--- src/rtl/vicwl_pkg.sv ---
// Purpose: Shared constants for the interrupt command and write-lock slice.
// Assumes: APB with 32-bit data; offsets are full byte addresses.
// Notes: Offsets compare against the whole paddr word.
package vicwl_pkg;
  localparam int unsigned NSRC = 32;
  localparam int unsigned IDW = 5;
  // Register byte addresses.
  localparam logic [31:0] OFF_CUR_VEC = 32'hfffff100;
  localparam logic [31:0] OFF_FAST_VEC = 32'hfffff104;
  localparam logic [31:0] OFF_FORCE = 32'hfffff12c;
  localparam logic [31:0] OFF_EOS = 32'hfffff130;
  localparam logic [31:0] OFF_FALSE = 32'hfffff134;
  localparam logic [31:0] OFF_DBG = 32'hfffff138;
  localparam logic [31:0] OFF_FF_ON = 32'hfffff140;
  localparam logic [31:0] OFF_FF_OFF = 32'hfffff144;
  localparam logic [31:0] OFF_FF_ST = 32'hfffff148;
  localparam logic [31:0] OFF_ENABLE = 32'hfffff150;
  localparam logic [31:0] OFF_PEND = 32'hfffff154;
  localparam logic [31:0] OFF_LOCK_MODE = 32'hfffff1e4;
  localparam logic [31:0] OFF_LOCK_STAT = 32'h0ffff1e8;
  // Field positions and values.
  localparam logic [23:0] LOCK_KEY = 24'h414943;
  localparam int unsigned KEY_LSB = 8;
  localparam int unsigned LOCK_EN_BIT = 0;
  localparam int unsigned DBG_SAFE_BIT = 0;
  localparam int unsigned DBG_MASK_BIT = 1;
  localparam int unsigned VIOL_FLAG_BIT = 0;
  localparam int unsigned VIOL_SRC_LSB = 8;
  localparam int unsigned VIOL_SRC_W = 16;
  localparam int unsigned FAST_SRC = 0;
  localparam logic [31:0] FF_VALID = 32'hfffffffe;
  localparam logic [31:0] FAST_ONLY = 32'h00000001;
  // Reset values.
  localparam logic [31:0] FALSE_VEC_RST = 32'h00000000;
  localparam logic [1:0] DBG_RST = 2'h0;
  localparam logic [31:0] ZERO32 = 32'h00000000;
  // Service state of the normal request path.
  typedef enum logic {SVC_IDLE, SVC_BUSY} vicwl_svc_t;
endpackage

--- src/rtl/vicwl_top.sv ---
// Purpose: Command, false-vector, debug, fast-routing and write-lock slice
//   of a vectored interrupt controller, reached over APB.
// Assumes: One clock core_clk at 50 MHz, synchronous active-low resetn.
// Notes: Sources are level inputs synchronised by three flops.
//
// The APB register port was chosen for this implementation.
`timescale 1ns/1ps
`default_nettype none
module vicwl_top (
  input wire logic core_clk,
  input wire logic resetn,
  input wire logic psel,
  input wire logic penable,
  input wire logic pwrite,
  input wire logic [31:0] paddr,
  input wire logic [31:0] pwdata,
  output logic [31:0] prdata,
  output logic pready,
  output logic pslverr,
  input wire logic [31:0] src_in,
  output logic normal_request_out_n,
  output logic fast_request_out_n,
  output logic irq_out,
  output logic end_service_pulse
);

  // Lowest set bit index; used for the normal and the fast path.
  function automatic logic [vicwl_pkg::IDW-1:0] first_bit(input logic [31:0] v);
    logic [vicwl_pkg::IDW-1:0] idx;
    idx = '0;
    for (int i = vicwl_pkg::NSRC - 1; i >= 0; i--) begin
      if (v[i]) begin
        idx = vicwl_pkg::IDW'(i);
      end
    end
    return idx;
  endfunction

  // One-hot word for a source index.
  function automatic logic [31:0] onehot(input logic [vicwl_pkg::IDW-1:0] id);
    return 32'h00000001 << id;
  endfunction

  logic [31:0] src_s1_r, src_s2_r, src_s3_r, src_lvl_r, src_lvl_nxt;
  logic [31:0] pending_r, pending_nxt, enable_r, ff_r, ff_nxt;
  logic [31:0] false_vec_r, prdata_r, rdata;
  logic [1:0] dbg_r;
  logic lock_en_r, viol_r, viol_nxt;
  logic [vicwl_pkg::VIOL_SRC_W-1:0] viol_src_r, viol_src_nxt;
  logic [vicwl_pkg::IDW-1:0] cur_id_r;
  vicwl_pkg::vicwl_svc_t svc_r, svc_nxt;
  logic pready_r, pslverr_r, nreq_n_r, freq_n_r, irq_r, eos_r;

  // Bus phase decode. Every access takes one wait state so read data
  // and the error answer can come straight from flops.
  wire logic acc_done = psel & penable & pready_r;
  wire logic acc_prep = psel & penable & ~pready_r;
  wire logic wr = acc_done & pwrite;
  wire logic rd = acc_done & ~pwrite;

  // Address decode.
  wire logic hit_cur = paddr == vicwl_pkg::OFF_CUR_VEC;
  wire logic hit_fast = paddr == vicwl_pkg::OFF_FAST_VEC;
  wire logic hit_force = paddr == vicwl_pkg::OFF_FORCE;
  wire logic hit_eos = paddr == vicwl_pkg::OFF_EOS;
  wire logic hit_false = paddr == vicwl_pkg::OFF_FALSE;
  wire logic hit_dbg = paddr == vicwl_pkg::OFF_DBG;
  wire logic hit_ffon = paddr == vicwl_pkg::OFF_FF_ON;
  wire logic hit_ffoff = paddr == vicwl_pkg::OFF_FF_OFF;
  wire logic hit_ffst = paddr == vicwl_pkg::OFF_FF_ST;
  wire logic hit_en = paddr == vicwl_pkg::OFF_ENABLE;
  wire logic hit_pend = paddr == vicwl_pkg::OFF_PEND;
  wire logic hit_lmode = paddr == vicwl_pkg::OFF_LOCK_MODE;
  wire logic hit_lstat = paddr == vicwl_pkg::OFF_LOCK_STAT;
  wire logic mapped = hit_cur | hit_fast | hit_force | hit_eos | hit_false | hit_dbg
    | hit_ffon | hit_ffoff | hit_ffst | hit_en | hit_pend | hit_lmode | hit_lstat;

  // Write protection decode.
  wire logic debug_safe_mode_hit = hit_false | hit_dbg;
  wire logic debug_safe_mode_ok = wr & debug_safe_mode_hit & ~lock_en_r;
  wire logic violation = wr & debug_safe_mode_hit & lock_en_r;
  wire logic key_ok = pwdata[31:vicwl_pkg::KEY_LSB] == vicwl_pkg::LOCK_KEY;
  wire logic lock_wr = wr & hit_lmode & key_ok;
  wire logic stat_rd = rd & hit_lstat;

  // Debug control fields.
  wire logic dbg_safe = dbg_r[vicwl_pkg::DBG_SAFE_BIT];
  wire logic gmask = dbg_r[vicwl_pkg::DBG_MASK_BIT];

  // Routing: bit 0 is always fast; others go fast when forced.
  wire logic [31:0] live = pending_r & enable_r;
  wire logic [31:0] fast_vec = live & (ff_r | vicwl_pkg::FAST_ONLY);
  wire logic [31:0] norm_vec = live & ~ff_r & ~vicwl_pkg::FAST_ONLY;
  wire logic cur_valid = |norm_vec;
  wire logic fast_valid = |fast_vec;
  wire logic [vicwl_pkg::IDW-1:0] norm_id = first_bit(norm_vec);
  wire logic [vicwl_pkg::IDW-1:0] fast_id = first_bit(fast_vec);

  // Entering service: a read normally, a write in debug-safe mode so a
  // debugger peeking at the vector does not disturb the handler state.
  wire logic take_rd = rd & hit_cur & ~dbg_safe;
  wire logic take_wr = wr & hit_cur & dbg_safe;
  wire logic enter = (take_rd | take_wr) & cur_valid & (svc_r == vicwl_pkg::SVC_IDLE);
  wire logic eos_wr = wr & hit_eos;

  // Pending update; a hardware or software set wins over any clear.
  wire logic [31:0] set_w = src_lvl_r | (wr & hit_force ? pwdata : vicwl_pkg::ZERO32);
  wire logic [31:0] clr_w = (wr & hit_pend ? pwdata : vicwl_pkg::ZERO32)
    | (eos_wr && svc_r == vicwl_pkg::SVC_BUSY ? onehot(cur_id_r) : vicwl_pkg::ZERO32);
  assign pending_nxt = (pending_r & ~clr_w) | set_w;

  // Fast forcing: set wins if the same bit is in both commands.
  wire logic [31:0] ff_on = wr & hit_ffon ? pwdata & vicwl_pkg::FF_VALID : vicwl_pkg::ZERO32;
  wire logic [31:0] ff_off = wr & hit_ffoff ? pwdata & vicwl_pkg::FF_VALID : vicwl_pkg::ZERO32;
  assign ff_nxt = (ff_r & ~ff_off) | ff_on;

  // Source filter: a bit changes once the second and third flops agree.
  assign src_lvl_nxt = (src_s2_r & src_s3_r) | (src_lvl_r & (src_s2_r | src_s3_r));

  // Violation status; a new violation beats the read clear.
  assign viol_nxt = violation | (viol_r & ~stat_rd);
  assign viol_src_nxt = violation ? paddr[vicwl_pkg::VIOL_SRC_W-1:0]
    : (stat_rd ? '0 : viol_src_r);

  // Service state machine.
  always_comb begin
    svc_nxt = svc_r;
    unique case (svc_r)
      vicwl_pkg::SVC_IDLE: begin
        if (enter) begin
          svc_nxt = vicwl_pkg::SVC_BUSY;
        end
      end
      vicwl_pkg::SVC_BUSY: begin
        if (eos_wr) begin
          svc_nxt = vicwl_pkg::SVC_IDLE;
        end
      end
    endcase
  end

  // Read mux; write-only words and reserved bits read as zero.
  always_comb begin
    rdata = vicwl_pkg::ZERO32;
    if (hit_cur) begin
      if (svc_r == vicwl_pkg::SVC_BUSY) begin
        rdata = {27'h0, cur_id_r};
      end else if (cur_valid) begin
        rdata = {27'h0, norm_id};
      end else begin
        rdata = false_vec_r;
      end
    end else if (hit_fast) begin
      rdata = fast_valid ? {27'h0, fast_id} : false_vec_r;
    end else if (hit_false) begin
      rdata = false_vec_r;
    end else if (hit_dbg) begin
      rdata = {30'h0, dbg_r};
    end else if (hit_ffst) begin
      rdata = ff_r;
    end else if (hit_en) begin
      rdata = enable_r;
    end else if (hit_pend) begin
      rdata = pending_r;
    end else if (hit_lmode) begin
      rdata = {31'h0, lock_en_r};
    end else if (hit_lstat) begin
      rdata = {8'h0, viol_src_r, 7'h0, viol_r};
    end
  end

  // Source synchroniser.
  always_ff @(posedge core_clk) begin
    if (!resetn) begin
      src_s1_r <= '0;
      src_s2_r <= '0;
      src_s3_r <= '0;
      src_lvl_r <= '0;
    end else begin
      src_s1_r <= src_in;
      src_s2_r <= src_s1_r;
      src_s3_r <= src_s2_r;
      src_lvl_r <= src_lvl_nxt;
    end
  end

  // APB answer: ready and data one cycle into the access phase.
  always_ff @(posedge core_clk) begin
    if (!resetn) begin
      pready_r <= 1'b0;
      pslverr_r <= 1'b0;
      prdata_r <= '0;
    end else begin
      pready_r <= acc_prep;
      pslverr_r <= acc_prep & ~mapped;
      prdata_r <= acc_prep & ~pwrite ? rdata : vicwl_pkg::ZERO32;
    end
  end

  // Software-written configuration.
  always_ff @(posedge core_clk) begin
    if (!resetn) begin
      false_vec_r <= vicwl_pkg::FALSE_VEC_RST;
      dbg_r <= vicwl_pkg::DBG_RST;
      lock_en_r <= 1'b0;
      enable_r <= '0;
      ff_r <= '0;
    end else begin
      if (debug_safe_mode_ok && hit_false) begin
        false_vec_r <= pwdata;
      end
      if (debug_safe_mode_ok && hit_dbg) begin
        dbg_r <= pwdata[vicwl_pkg::DBG_MASK_BIT:vicwl_pkg::DBG_SAFE_BIT];
      end
      if (lock_wr) begin
        lock_en_r <= pwdata[vicwl_pkg::LOCK_EN_BIT];
      end
      if (wr && hit_en) begin
        enable_r <= pwdata;
      end
      ff_r <= ff_nxt;
    end
  end

  // Pending, service and violation state.
  always_ff @(posedge core_clk) begin
    if (!resetn) begin
      pending_r <= '0;
      svc_r <= vicwl_pkg::SVC_IDLE;
      cur_id_r <= '0;
      viol_r <= 1'b0;
      viol_src_r <= '0;
    end else begin
      pending_r <= pending_nxt;
      svc_r <= svc_nxt;
      cur_id_r <= enter ? norm_id : cur_id_r;
      viol_r <= viol_nxt;
      viol_src_r <= viol_src_nxt;
    end
  end

  // Request outputs; the global mask forces both inactive.
  always_ff @(posedge core_clk) begin
    if (!resetn) begin
      nreq_n_r <= 1'b1;
      freq_n_r <= 1'b1;
      irq_r <= 1'b0;
      eos_r <= 1'b0;
    end else begin
      nreq_n_r <= ~(cur_valid & (svc_r == vicwl_pkg::SVC_IDLE) & ~gmask);
      freq_n_r <= ~(fast_valid & ~gmask);
      irq_r <= |live;
      eos_r <= eos_wr;
    end
  end

  assign prdata = prdata_r;
  assign pready = pready_r;
  assign pslverr = pslverr_r;
  assign normal_request_out_n = nreq_n_r;
  assign fast_request_out_n = freq_n_r;
  assign irq_out = irq_r;
  assign end_service_pulse = eos_r;
endmodule
`default_nettype wire

--- config.mk ---
export PLATFORM = sky130hd
export DESIGN_NAME = vicwl_top
export DESIGN_NICKNAME = d
export VERILOG_FILES = /design/src/rtl/vicwl_pkg.sv /design/src/rtl/vicwl_top.sv
export SDC_FILE = /design/constraint.sdc
export NUM_CORES = 1
export LEC_CHECK = 0
export ABC_AREA = 1
export BUFFER_PORTS_ARGS = -buffer_cell sky130_fd_sc_hd__buf_2
export CAP_MARGIN = 10
export CORE_AREA = 5 5 185 187
export DETAILED_ROUTE_END_ITERATION = 16
export DIE_AREA = 0 0 190 192
export GPL_TIMING_DRIVEN = 0
export SYNTH_ARGS = -nofsm -noshare
export SYNTH_HDL_FRONTEND = slang
export SYNTH_SLANG_ARGS = --single-unit
--- constraint.sdc ---
create_clock -name core_clk -period 4.41 [get_ports core_clk]
set_clock_uncertainty 0.15 [all_clocks]
set_input_delay 0.2205 -clock core_clk [delete_from_list [all_inputs] [get_ports core_clk]]
set_output_delay 0.2205 -clock core_clk [all_outputs]
set_load 0.01 [all_outputs]
== Word level (Yosys, flattened, before mapping) ==
Cells that the tools add are included.
W data, S select, Z words.
Word-level totals
  flip-flop bits (word level): 320
  output and inout bits: 38
  input port bits: 101
  logic and storage cells: 199
Operators by class
  reductions and logical operators: 9
  bitwise logic cells: 69
  equal/unequal tests: 14
  shift-type cells: 1
  multiplexer cells: 85
Operators with widths (number)
  $mux W32: 15
  $eq A32 B32 Y1 const B: 12
  $mux W5: 63
  $and A32 B32 Y32: 7
  $or A32 B32 Y32: 6
  $not A32 Y32: 3
  $reduce_or A32 Y1: 2
  $mux W24: 2
  $eq A32 B28 Y1 const B: 1
  $mux W16: 2
  $shl A1 B5 Y32 const A: 1
  $reduce_or A31 Y1: 1
  $and A1 B1 Y1: 28
  $eq A24 B23 Y1 const B: 1
  $or A1 B1 Y1: 15
  $not A1 Y1: 10
  $logic_and A1 B1 Y1: 4
  $mux W1: 2
  $pmux W1 S2: 1
  $reduce_and A2 Y1: 1
  $reduce_bool A2 Y1: 1

== Logic depth before layout (Yosys ltp) ==
Gate-level depths: netlist (run 1).
  depth in word-level cells: 37
  depth in mapped cells: 38
  gate-level depth less buffers: 38

== Worst setup path after synthesis (run 1) ==
Ideal clock, no wire load.
  kind: input-to-reg
  from: in paddr[16]
  to: reg pending_r[10]
  setup time: 0.132 ns
  required time: 4.128 ns
  arrival time: 2.088 ns
  stages on the path: 16
  path slack: 2.040 ns
  path buffers: 1
  path through: inv_1 -> nor4_1 -> inv_1 -> nor2_2 -> inv_2 -> nor2_1 -> inv_2 -> nor2_2 -> inv_2 -> nor2_1 -> nand2_1 -> inv_2 -> nand2_1 -> buf_2 -> o221ai_1 -> a21oi_1
On the way
  cells in the longest elaborated chain, start to end: 8
  elaborated cells on any way between the ends: 15
  those cells by class: 3 x eq/ne; 3 x mux; 8 x bitwise; 1 x reduce/logical
Ends and longest elaborated chain
  start, declared: RTL line vicwl_top.sv:15  | input wire logic [31:0] paddr,
  $eq A32 B32 Y1: RTL line vicwl_top.sv:65  | wire logic hit_eos = paddr == vicwl_pkg::OFF_EOS;
  $and A1 B1 Y1: RTL line vicwl_top.sv:104  | wire logic eos_wr = wr & hit_eos;
  $logic_and A1 B1 Y1: RTL line vicwl_top.sv:109  | | (eos_wr && svc_r == vicwl_pkg::SVC_BUSY ? onehot(cur_id_r) : vicwl_pkg::ZERO32);
  $mux W32: RTL line vicwl_top.sv:109
  $or A32 B32 Y32: RTL line vicwl_top.sv:109
  $not A32 Y32: RTL line vicwl_top.sv:110  | assign pending_nxt = (pending_r & ~clr_w) | set_w;
  $and A32 B32 Y32: RTL line vicwl_top.sv:110
  $or A32 B32 Y32 (*): RTL line vicwl_top.sv:110
  end signal, assigned: RTL line vicwl_top.sv:234  | pending_r <= pending_nxt;
  end, declared: RTL line vicwl_top.sv:45  | logic [31:0] pending_r, pending_nxt, enable_r, ff_r, ff_nxt;
Mark *: on every way between the ends. The rest lies on a longest branch, timed or not.
A chain may end at the register's enable or synchronous reset.

== Worst setup path after layout (run 1) ==
  from: in paddr[2]
  to: reg prdata_r[20] (netlist: prdata[20])
On the way
  cells in the longest elaborated chain, start to end: 10
  elaborated cells on any way between the ends: 18
  those cells by class: 9 x eq/ne; 9 x mux
Ends and longest elaborated chain
  $eq A32 B28 Y1: RTL line vicwl_top.sv:74  | wire logic hit_lstat = paddr == vicwl_pkg::OFF_LOCK_STAT;
  $mux W24: RTL line vicwl_top.sv:167  | end else if (hit_lstat) begin
  $mux W24: RTL line vicwl_top.sv:165  | end else if (hit_lmode) begin
  $mux W32: RTL line vicwl_top.sv:163  | end else if (hit_pend) begin
  $mux W32: RTL line vicwl_top.sv:161  | end else if (hit_en) begin
  $mux W32: RTL line vicwl_top.sv:159  | end else if (hit_ffst) begin
  $mux W32: RTL line vicwl_top.sv:157  | end else if (hit_dbg) begin
  $mux W32: RTL line vicwl_top.sv:155  | end else if (hit_false) begin
  $mux W32: RTL line vicwl_top.sv:153  | end else if (hit_fast) begin
  $mux W32 (*): RTL line vicwl_top.sv:145  | if (hit_cur) begin
  end signal, assigned: RTL line vicwl_top.sv:196  | prdata_r <= acc_prep & ~pwrite ? rdata : vicwl_pkg::ZERO32;
  end, declared: RTL line vicwl_top.sv:46  | logic [31:0] false_vec_r, prdata_r, rdata;
Marked as above.

==> results by group, run 1 <==
Synthesis
  • Synth top cells by count: nand2_1, dfxtp_1, inv_1, nor2_1, a21oi_1
  • Syn. warnings: 0
  • Post-synthesis mux area share: 0%
  • Register area share after synthesis: 44.4%
  • Synth Area in Compound Gates: 21.9%
  • Syn avg cell area: 7.07 um2
  • Post-synth ARST share: 0%
  • Synth area leader: dfxtp_1
  • Most common cell in the netlist: nand2_1
  • Post-synthesis xor/xnor area fraction: 0%
  • Simple-Gate Fraction of Synth Area: 22.5%
  • Syn nets: 2135
  • Commonest register cell after synthesis: dfxtp_1
  • Number of distinct library cells after synthesis: 41
  • Top post-synthesis cells by area: dfxtp_1, nand2_1, inv_1
  • Cells after synthesis: 2034
  • Mapped Area: 0.0144 mm2
  • Largest family of logic cells by synthesized area: simple AND/OR/NAND/NOR gates
  • Area share of the largest cell type after synthesis: 44.4%
  • Register bit total from synthesis: 319
  • Adder-Cell Fraction of Synth Area: 0%
  • Post-synth EDFFs: 0

Power and ir drop
  • Power Density: 361 mW/mm2
  • Leak: 7.55 nW
  • Power, Total: 6.33 mW
  • Max VDD drop: 0.306 mV

Placement
  • Final GP Congestion: 1.01
  • Post-placement cell count: 2613
  • Dpl hpwl: 40700 um
  • Number of buffers added on ports: 137
  • Pre-CTS setup slack: 0.974 ns
  • Area post-placement: 0.0156 mm2

Finish
  • Finished Cell Area: 0.0176 mm2
  • Share of cells above drive strength 1: 10.8%
  • Util after Layout: 54.4%
  • # nets final: 2379
  • Area delta synth->final: 22.1%
  • Layout Cells excl Fill: 2747
  • Diodes inserted: 0

Worst setup path
  • Crit-path max FO: 10
  • Slowest-stage cell, CP: buf_1
  • WP buf/inv: 6
  • CP peak stage delay: 0.69 ns
  • Crit path max-delay family: buffers and inverters
  • Critical path startpoint category: input pin
  • Reg2Reg Setup Slack: 1.25 ns
  • WP data required: 4.70 ns
  • Crit-path cells: dlygate4sd3_1 -> buf_2 -> nor2_1 -> inv_1 -> nor2_1 -> inv_1 -> nor2_1 -> nand2_1 -> clkbuf_1 -> buf_1 -> o2111ai_1 -> o211ai_1 -> nand3_1 -> a21oi_1
  • Origin of the worst setup path: paddr[2]
  • Critical path type: input pin to flip-flop
  • Levels on crit path: 14
  • CP most frequent cell: nor2_1
  • Arrival time at the worst endpoint: 3.52 ns
  • CP endpoint kind: flip-flop
  • Worst Setup EP: prdata[20]$_SDFF_PN0_
  • RR Endpoint: ff_r[14]$_SDFF_PN0_
  • RR Startpoint: pready$_SDFF_PN0_
  • Worst Reg-to-Reg Cells: 7

Global route
  • Global-route wire length before repair: 79500 um
  • Largest net degree at the start of global routing: 15
  • Vias in the first global route: 13800
  • Total gr overflow: 0
  • Initial antenna violation count: 0
  • GRT Overall Usage: 28.3%

STA
  • Final Cycle Share: 73.3%
  • Final min period: 3.23 ns
  • Slew of the pin with the lowest slew margin: 1.05 ns
  • Final worst setup slack: 1.18 ns
  • Final Hold Fails: 0
  • Total Neg Setup Slack: 0 ns
  • Worst slew margin: 29.5%
  • RSZ-0062 raised after global routing: no
  • Final setup viols: 0
  • Pins Over Slew Limit: 0
  • FMAX: 310 MHz
  • Worst hold margin: 0.0800 ns

Run status
  • Outcome: finished clean

Clock tree
  • Clock Sinks: 319
  • Clock root buffer: clkbuf_16
  • CTS tree: yes
  • Post-cts sizing count: 0
  • Worst skew pair latency: 0.53 ns
  • Post CTS Setup Buffer Count: 0
  • Clk pin slew, worst setup/hold paths: 0.06 ns
  • CTS buffer count: 36
  • H-tree levels: 2
  • Clock Tree Buf Depth: 3

Route
  • Final WL: 52800 um
  • Drt drc: 0
  • Via-to-Cell Ratio: 5.36
  • DR pass1 iterations: 5
  • Iter 0 DRT Violations: 1212
  • WL/cell: 19.2 um
  • Antenna-violating nets left: 0
  • Vias: 14700

Worst hold path
  • Min-Delay Path Class: input pin to flip-flop
  • Worst hold start: paddr[5]

Floorplan
  • Die H: 192 um
  • Die Wd: 190 um
  • Floorplan row count: 66
  • Core area: 0.0323 mm2
  • Starting Density: 44.6%
  • I/O pin total: 139
  • Die ar.: 0.0365 mm2

Flow run
  • Max Cap Viol: 0
[cell families after synthesis]
kind of cell	after synthesis
compound gates	526
simple gates	770
flops	319
buf+inv	419
[layout by cell type (no fill, tap or decap), types with 59 or more instances in the layout]
cell type | synthesis | final
dlygate4sd3_1 | 0 | 69
nor2_1 | 184 | 184
o21ai_0 | 138 | 138
dfxtp_1 | 319 | 319
o211ai_1 | 59 | 59
nand3_1 | 107 | 107
buf_2 | 16 | 153
inv_1 | 302 | 302
nand2_1 | 391 | 391
a21oi_1 | 171 | 171
clkbuf_1 | 75 | 81
[routing by layer]
layer / global-route usage, % / routed length, um
met1: 36.6 / 22500
met2: 46.1 / 23100
met3: 5.00 / 4300
met4: 13.2 / 2850
met5: 0 / 0
[sequential cells by signal (all words and copies together), names as in the netlist, 2 cells and up]
signal and flops:
src_s2_r 32, prdata 32, viol_src_r 16, enable_r 32, false_vec_r 32, cur_id_r 5
pending_r 32, src_s3_r 32, src_s1_r 32, dbg_r 2, ff_r 31, src_lvl_r 32
[how the worst min path moves through the flow]
stage / to / slack (ns) / cells past startpoint
finish: viol_src_r[3]$_SDFFE_PN0P_ / 0.08 / 7
global route: viol_src_r[2]$_SDFFE_PN0P_ / 0.12 / 7
CTS: viol_src_r[2]$_SDFFE_PN0P_ / 0.07 / 7
detailed placement: src_s2_r[26]$_SDFF_PN0_ / 0.24 / 2
global placement: src_s2_r[31]$_SDFF_PN0_ / 0.24 / 2
floorplan: src_s1_r[0]$_SDFF_PN0_ / 0.17 / 2
[worst register-to-register path, stage by stage (launching register included)]
cell and delay (ns):
dfxtp_1 0.36, inv_1 0.06, nor3_1 0.85, inv_1 0.31, nor2_1 0.45, clkbuf_1 0.63
nand2_1 0.10, a21oi_1 0.18
[report_power, final]
group          internal [mW]  leakage (nW)  switching [mW]
Clock                   1.90         0.601            1.24
Sequential              2.92          2.59          0.0160
Combinational          0.101          4.37           0.155
[timing repair]
action	CTS	global route
endpoints found under the setup margin	0	0
hold endpoints to repair	138	0
hold buffers	69	0
[cell type report]
class | instances | area, um2
plain buffers | 99 | 410
fillers | 3206 | 14700
flip-flops and latches | 319 | 6390
inverters | 320 | 1200
clock inverters | 14 | 203
multi-input cells | 1296 | 6390
clock buffers | 51 | 1050
well taps | 442 | 553
repair buffers | 206 | 1380
Power figures use the tool's default switching activity.
==> inputs of run 2 (changes only) <==
--- a/config.mk
+++ b/config.mk
@@ -12,6 +12,7 @@
 export DETAILED_ROUTE_END_ITERATION = 16
 export DIE_AREA = 0 0 190 192
 export GPL_TIMING_DRIVEN = 0
+export PLACE_DENSITY = 0.65
 export SYNTH_ARGS = -nofsm -noshare
 export SYNTH_HDL_FRONTEND = slang
 export SYNTH_SLANG_ARGS = --single-unit
==> constraint.sdc (replaced) <==
create_clock -name core_clk -period 2.8 [get_ports core_clk]
set_clock_uncertainty 0.15 [all_clocks]
set_input_delay 0.14 -clock core_clk [delete_from_list [all_inputs] [get_ports core_clk]]
set_output_delay 0.14 -clock core_clk [all_outputs]
set_load 0.01 [all_outputs]
==> run 2 against run 1 <==
Compared with the run above:
- the flow now finishes with violations (negative setup slack)
- first-iteration DRC count fell by 9.8%
- power rose by 57%
- sequential power rose by 57%
- via count barely moved
- clock-buffer cell count fell by 7
- core utilization rose by 0.91 points
- routed wire length rose by 0.47%
- final area rose by 1.7%
- critical path depth rose by 2
- flip-flop and latch count did not move
- critical path type is now flip-flop to flip-flop
==> results by group, run 2 (synthesis results as in run 1) <==
Route
  • M1 WL: 23100 um
  • Metal3 WL: 3660 um
  • Final WL: 53100 um
  • Wire length on met2: 24200 um
  • Top layer in use: met5
  • Drt drc: 0
  • Via-to-Cell Ratio: 5.32
  • Vias: 14700
  • WL/cell: 19.2 um
  • Antenna-violating nets left: 0
  • Iter 0 DRT Violations: 1093
  • DR pass1 iterations: 5

Worst setup path
  • Levels on crit path: 16
  • Arrival time at the worst endpoint: 3.19 ns
  • Critical path type: flip-flop to flip-flop
  • CP endpoint kind: flip-flop
  • Origin of the worst setup path: pending_r[27]$_SDFF_PN0_
  • Slowest-stage cell, CP: dfxtp_1
  • Crit-path cells: nand2_1 -> inv_1 -> nand2_1 -> nand2_1 -> a31oi_1 -> o21bai_1 -> a31oi_1 -> o21bai_1 -> a31oi_1 -> nor2_1 -> nor2_1 -> nor2_1 -> o21ai_0 -> o22ai_1 -> a21oi_1 -> a21oi_1
  • Crit path max-delay family: compound AO/OA/AOI/OAI gates
  • WP buf/inv: 1
  • Critical path startpoint category: flip-flop
  • Worst Reg-to-Reg Cells: 16
  • RR Endpoint: prdata[1]$_SDFF_PN0_
  • WP data required: 3.04 ns
  • Crit-path max FO: 3
  • RR Startpoint: pending_r[27]$_SDFF_PN0_
  • CP peak stage delay: 0.35 ns
  • Reg2Reg Setup Slack: -0.15 ns

Global route
  • Global-route wire length before repair: 78700 um
  • Vias in the first global route: 13700
  • Initial antenna violation count: 2
  • GRT Overall Usage: 28.1%
  • Total gr overflow: 0
  • Largest net degree at the start of global routing: 15

Power and ir drop
  • Switching Fraction: 22.9%
  • Leak: 7.71 nW
  • Max VDD drop: 0.468 mV
  • Comb power frac: 4.2%
  • NetSw: 2.28 mW
  • Power Internal: 7.66 mW
  • Sequential share of power: 46.4%
  • Clk pwr share: 49.4%
  • Power Density: 556 mW/mm2

Finish
  • # nets final: 2397
  • Diodes inserted: 0
  • Util after Layout: 55.3%
  • Layout filler cell count: 3130
  • Area delta synth->final: 24.1%
  • Finished Cell Area: 0.0179 mm2
  • Commonest non-fill, non-tap cell in the layout: nand2_1
  • Share of cells above drive strength 1: 13.3%
  • Commonest cells after routing, fill and taps aside: nand2_1, dfxtp_1, inv_1
  • Layout Cells excl Fill: 2764

Floorplan
  • Core area: 0.0323 mm2
  • Starting Density: 44.6%
  • I/O pin total: 139
  • Floorplan row count: 66
  • Die Wd: 190 um
  • Die ar.: 0.0365 mm2
  • Die H: 192 um

Placement
  • Final GP Congestion: 1.00
  • Number of buffers added on ports: 137
  • Dpl hpwl: 40900 um
  • Area post-placement: 0.0156 mm2
  • Post-placement cell count: 2613

Run status
  • Violated checks: negative setup slack
  • Outcome: finished, violations left

Clock tree
  • Clock Tree Buf Depth: 3
  • Clock root buffer: clkbuf_16
  • H-tree levels: 2
  • Clock Sinks: 319
  • Worst skew pair latency: 0.54 ns
  • Clk pin slew, worst setup/hold paths: 0.06 ns
  • CTS buffer count: 36
  • CTS tree: yes

Worst hold path
  • Worst Hold Depth: 5
  • Min-Delay Path Class: input pin to flip-flop
  • Hold EP: dbg_r[0]$_SDFFE_PN0P_
  • Worst hold start: paddr[5]

STA
  • Final setup viols: 3
  • Final Hold Fails: 0
  • Worst hold margin: 0.0353 ns
  • FMAX: 339 MHz
  • Final Cycle Share: 105%
  • Final min period: 2.95 ns
  • Slew of the pin with the lowest slew margin: 0.953 ns
  • Final worst setup slack: -0.150 ns
  • Pins Over Slew Limit: 0
  • RSZ-0062 raised after global routing: yes
  • Worst slew margin: 35.9%

Flow run
  • Max Cap Viol: 0
-- run 2: changes by cell type in the layout (fill, tap and decap cells not counted), sizes merged --
cell and delta:
dlygate4sd3 +3, clkinvlp -1, inv +2, clkinv +6, buf +13, clkbuf -6
-- run 2: final cells by class --
class / count / area (um2) / area share, %
plain buffers: 99 / 425 / 2.38
clock buffers: 44 / 982 / 5.50
clock inverters: 20 / 249 / 1.39
inverters: 320 / 1210 / 6.75
multi-input cells: 1296 / 6500 / 36.4
flip-flops and latches: 319 / 6420 / 35.9
well taps: 442 / 553 / 3.10
repair buffers: 223 / 1520 / 8.48
repair inverters: 1 / 7.51 / 0.0420
-- run 2: worst register-to-register path, delay by kind of cell, from the launching register on --
kind                   cells  cell delay, ns
AO/OA/AOI/OAI              9            1.61
AND/OR/NAND/NOR            6            0.65
flip-flops                 1            0.35
buffers and inverters      1            0.05
-- run 2: routing by layer --
metal / up-vias / GRT usage, %
met4: 2 / 9.99
met2: 563 / 46.7
met5: - / 0
met1: 6769 / 37.4
li1: 7252 / -
met3: 119 / 3.93
-- run 2: repair_timing --
item                                    in CTS  in global routing
endpoints found under the setup margin     117                 86
endpoints found under the hold margin      156                  0
hold buffers                                72                  0
buffers inserted                             1                 13
pin swaps                                    1                 26
gates cloned                                 0                  1
gates resized for setup                     22                 40
-- run 2: power groups by stage --
stage / Sequential, mW / Combinational [mW] / Clock (mW)
2_1_floorplan: 4.72 / 0.139 / 0
3_3_place_gp: 4.72 / 0.327 / 0
3_5_place_dp: 4.72 / 0.330 / 0
4_1_cts: 4.62 / 0.407 / 4.98
5_1_grt: 4.62 / 0.452 / 5.17
6_report: 4.61 / 0.415 / 4.91
-- run 2: through the flow --
step	setup slack (ns)	TNS, ns	power, mW
2_1_floorplan	0.438	0	4.86
3_3_place_gp	-0.386	-27.76	5.05
3_5_place_dp	-0.397	-27.31	5.05
4_1_cts	-0.0437	-0.0764	10.0
5_1_grt	-0.413	-1.14	10.2
6_report	-0.150	-0.320	9.94
-- run 2: worst max path at each step --
stage	to
after CTS	prdata[0]$_SDFF_PN0_
after global routing	prdata[0]$_SDFF_PN0_
after floorplan	prdata[0]$_SDFF_PN0_
final	prdata[1]$_SDFF_PN0_
after global placement	prdata[16]$_SDFF_PN0_
after detailed placement	prdata[16]$_SDFF_PN0_
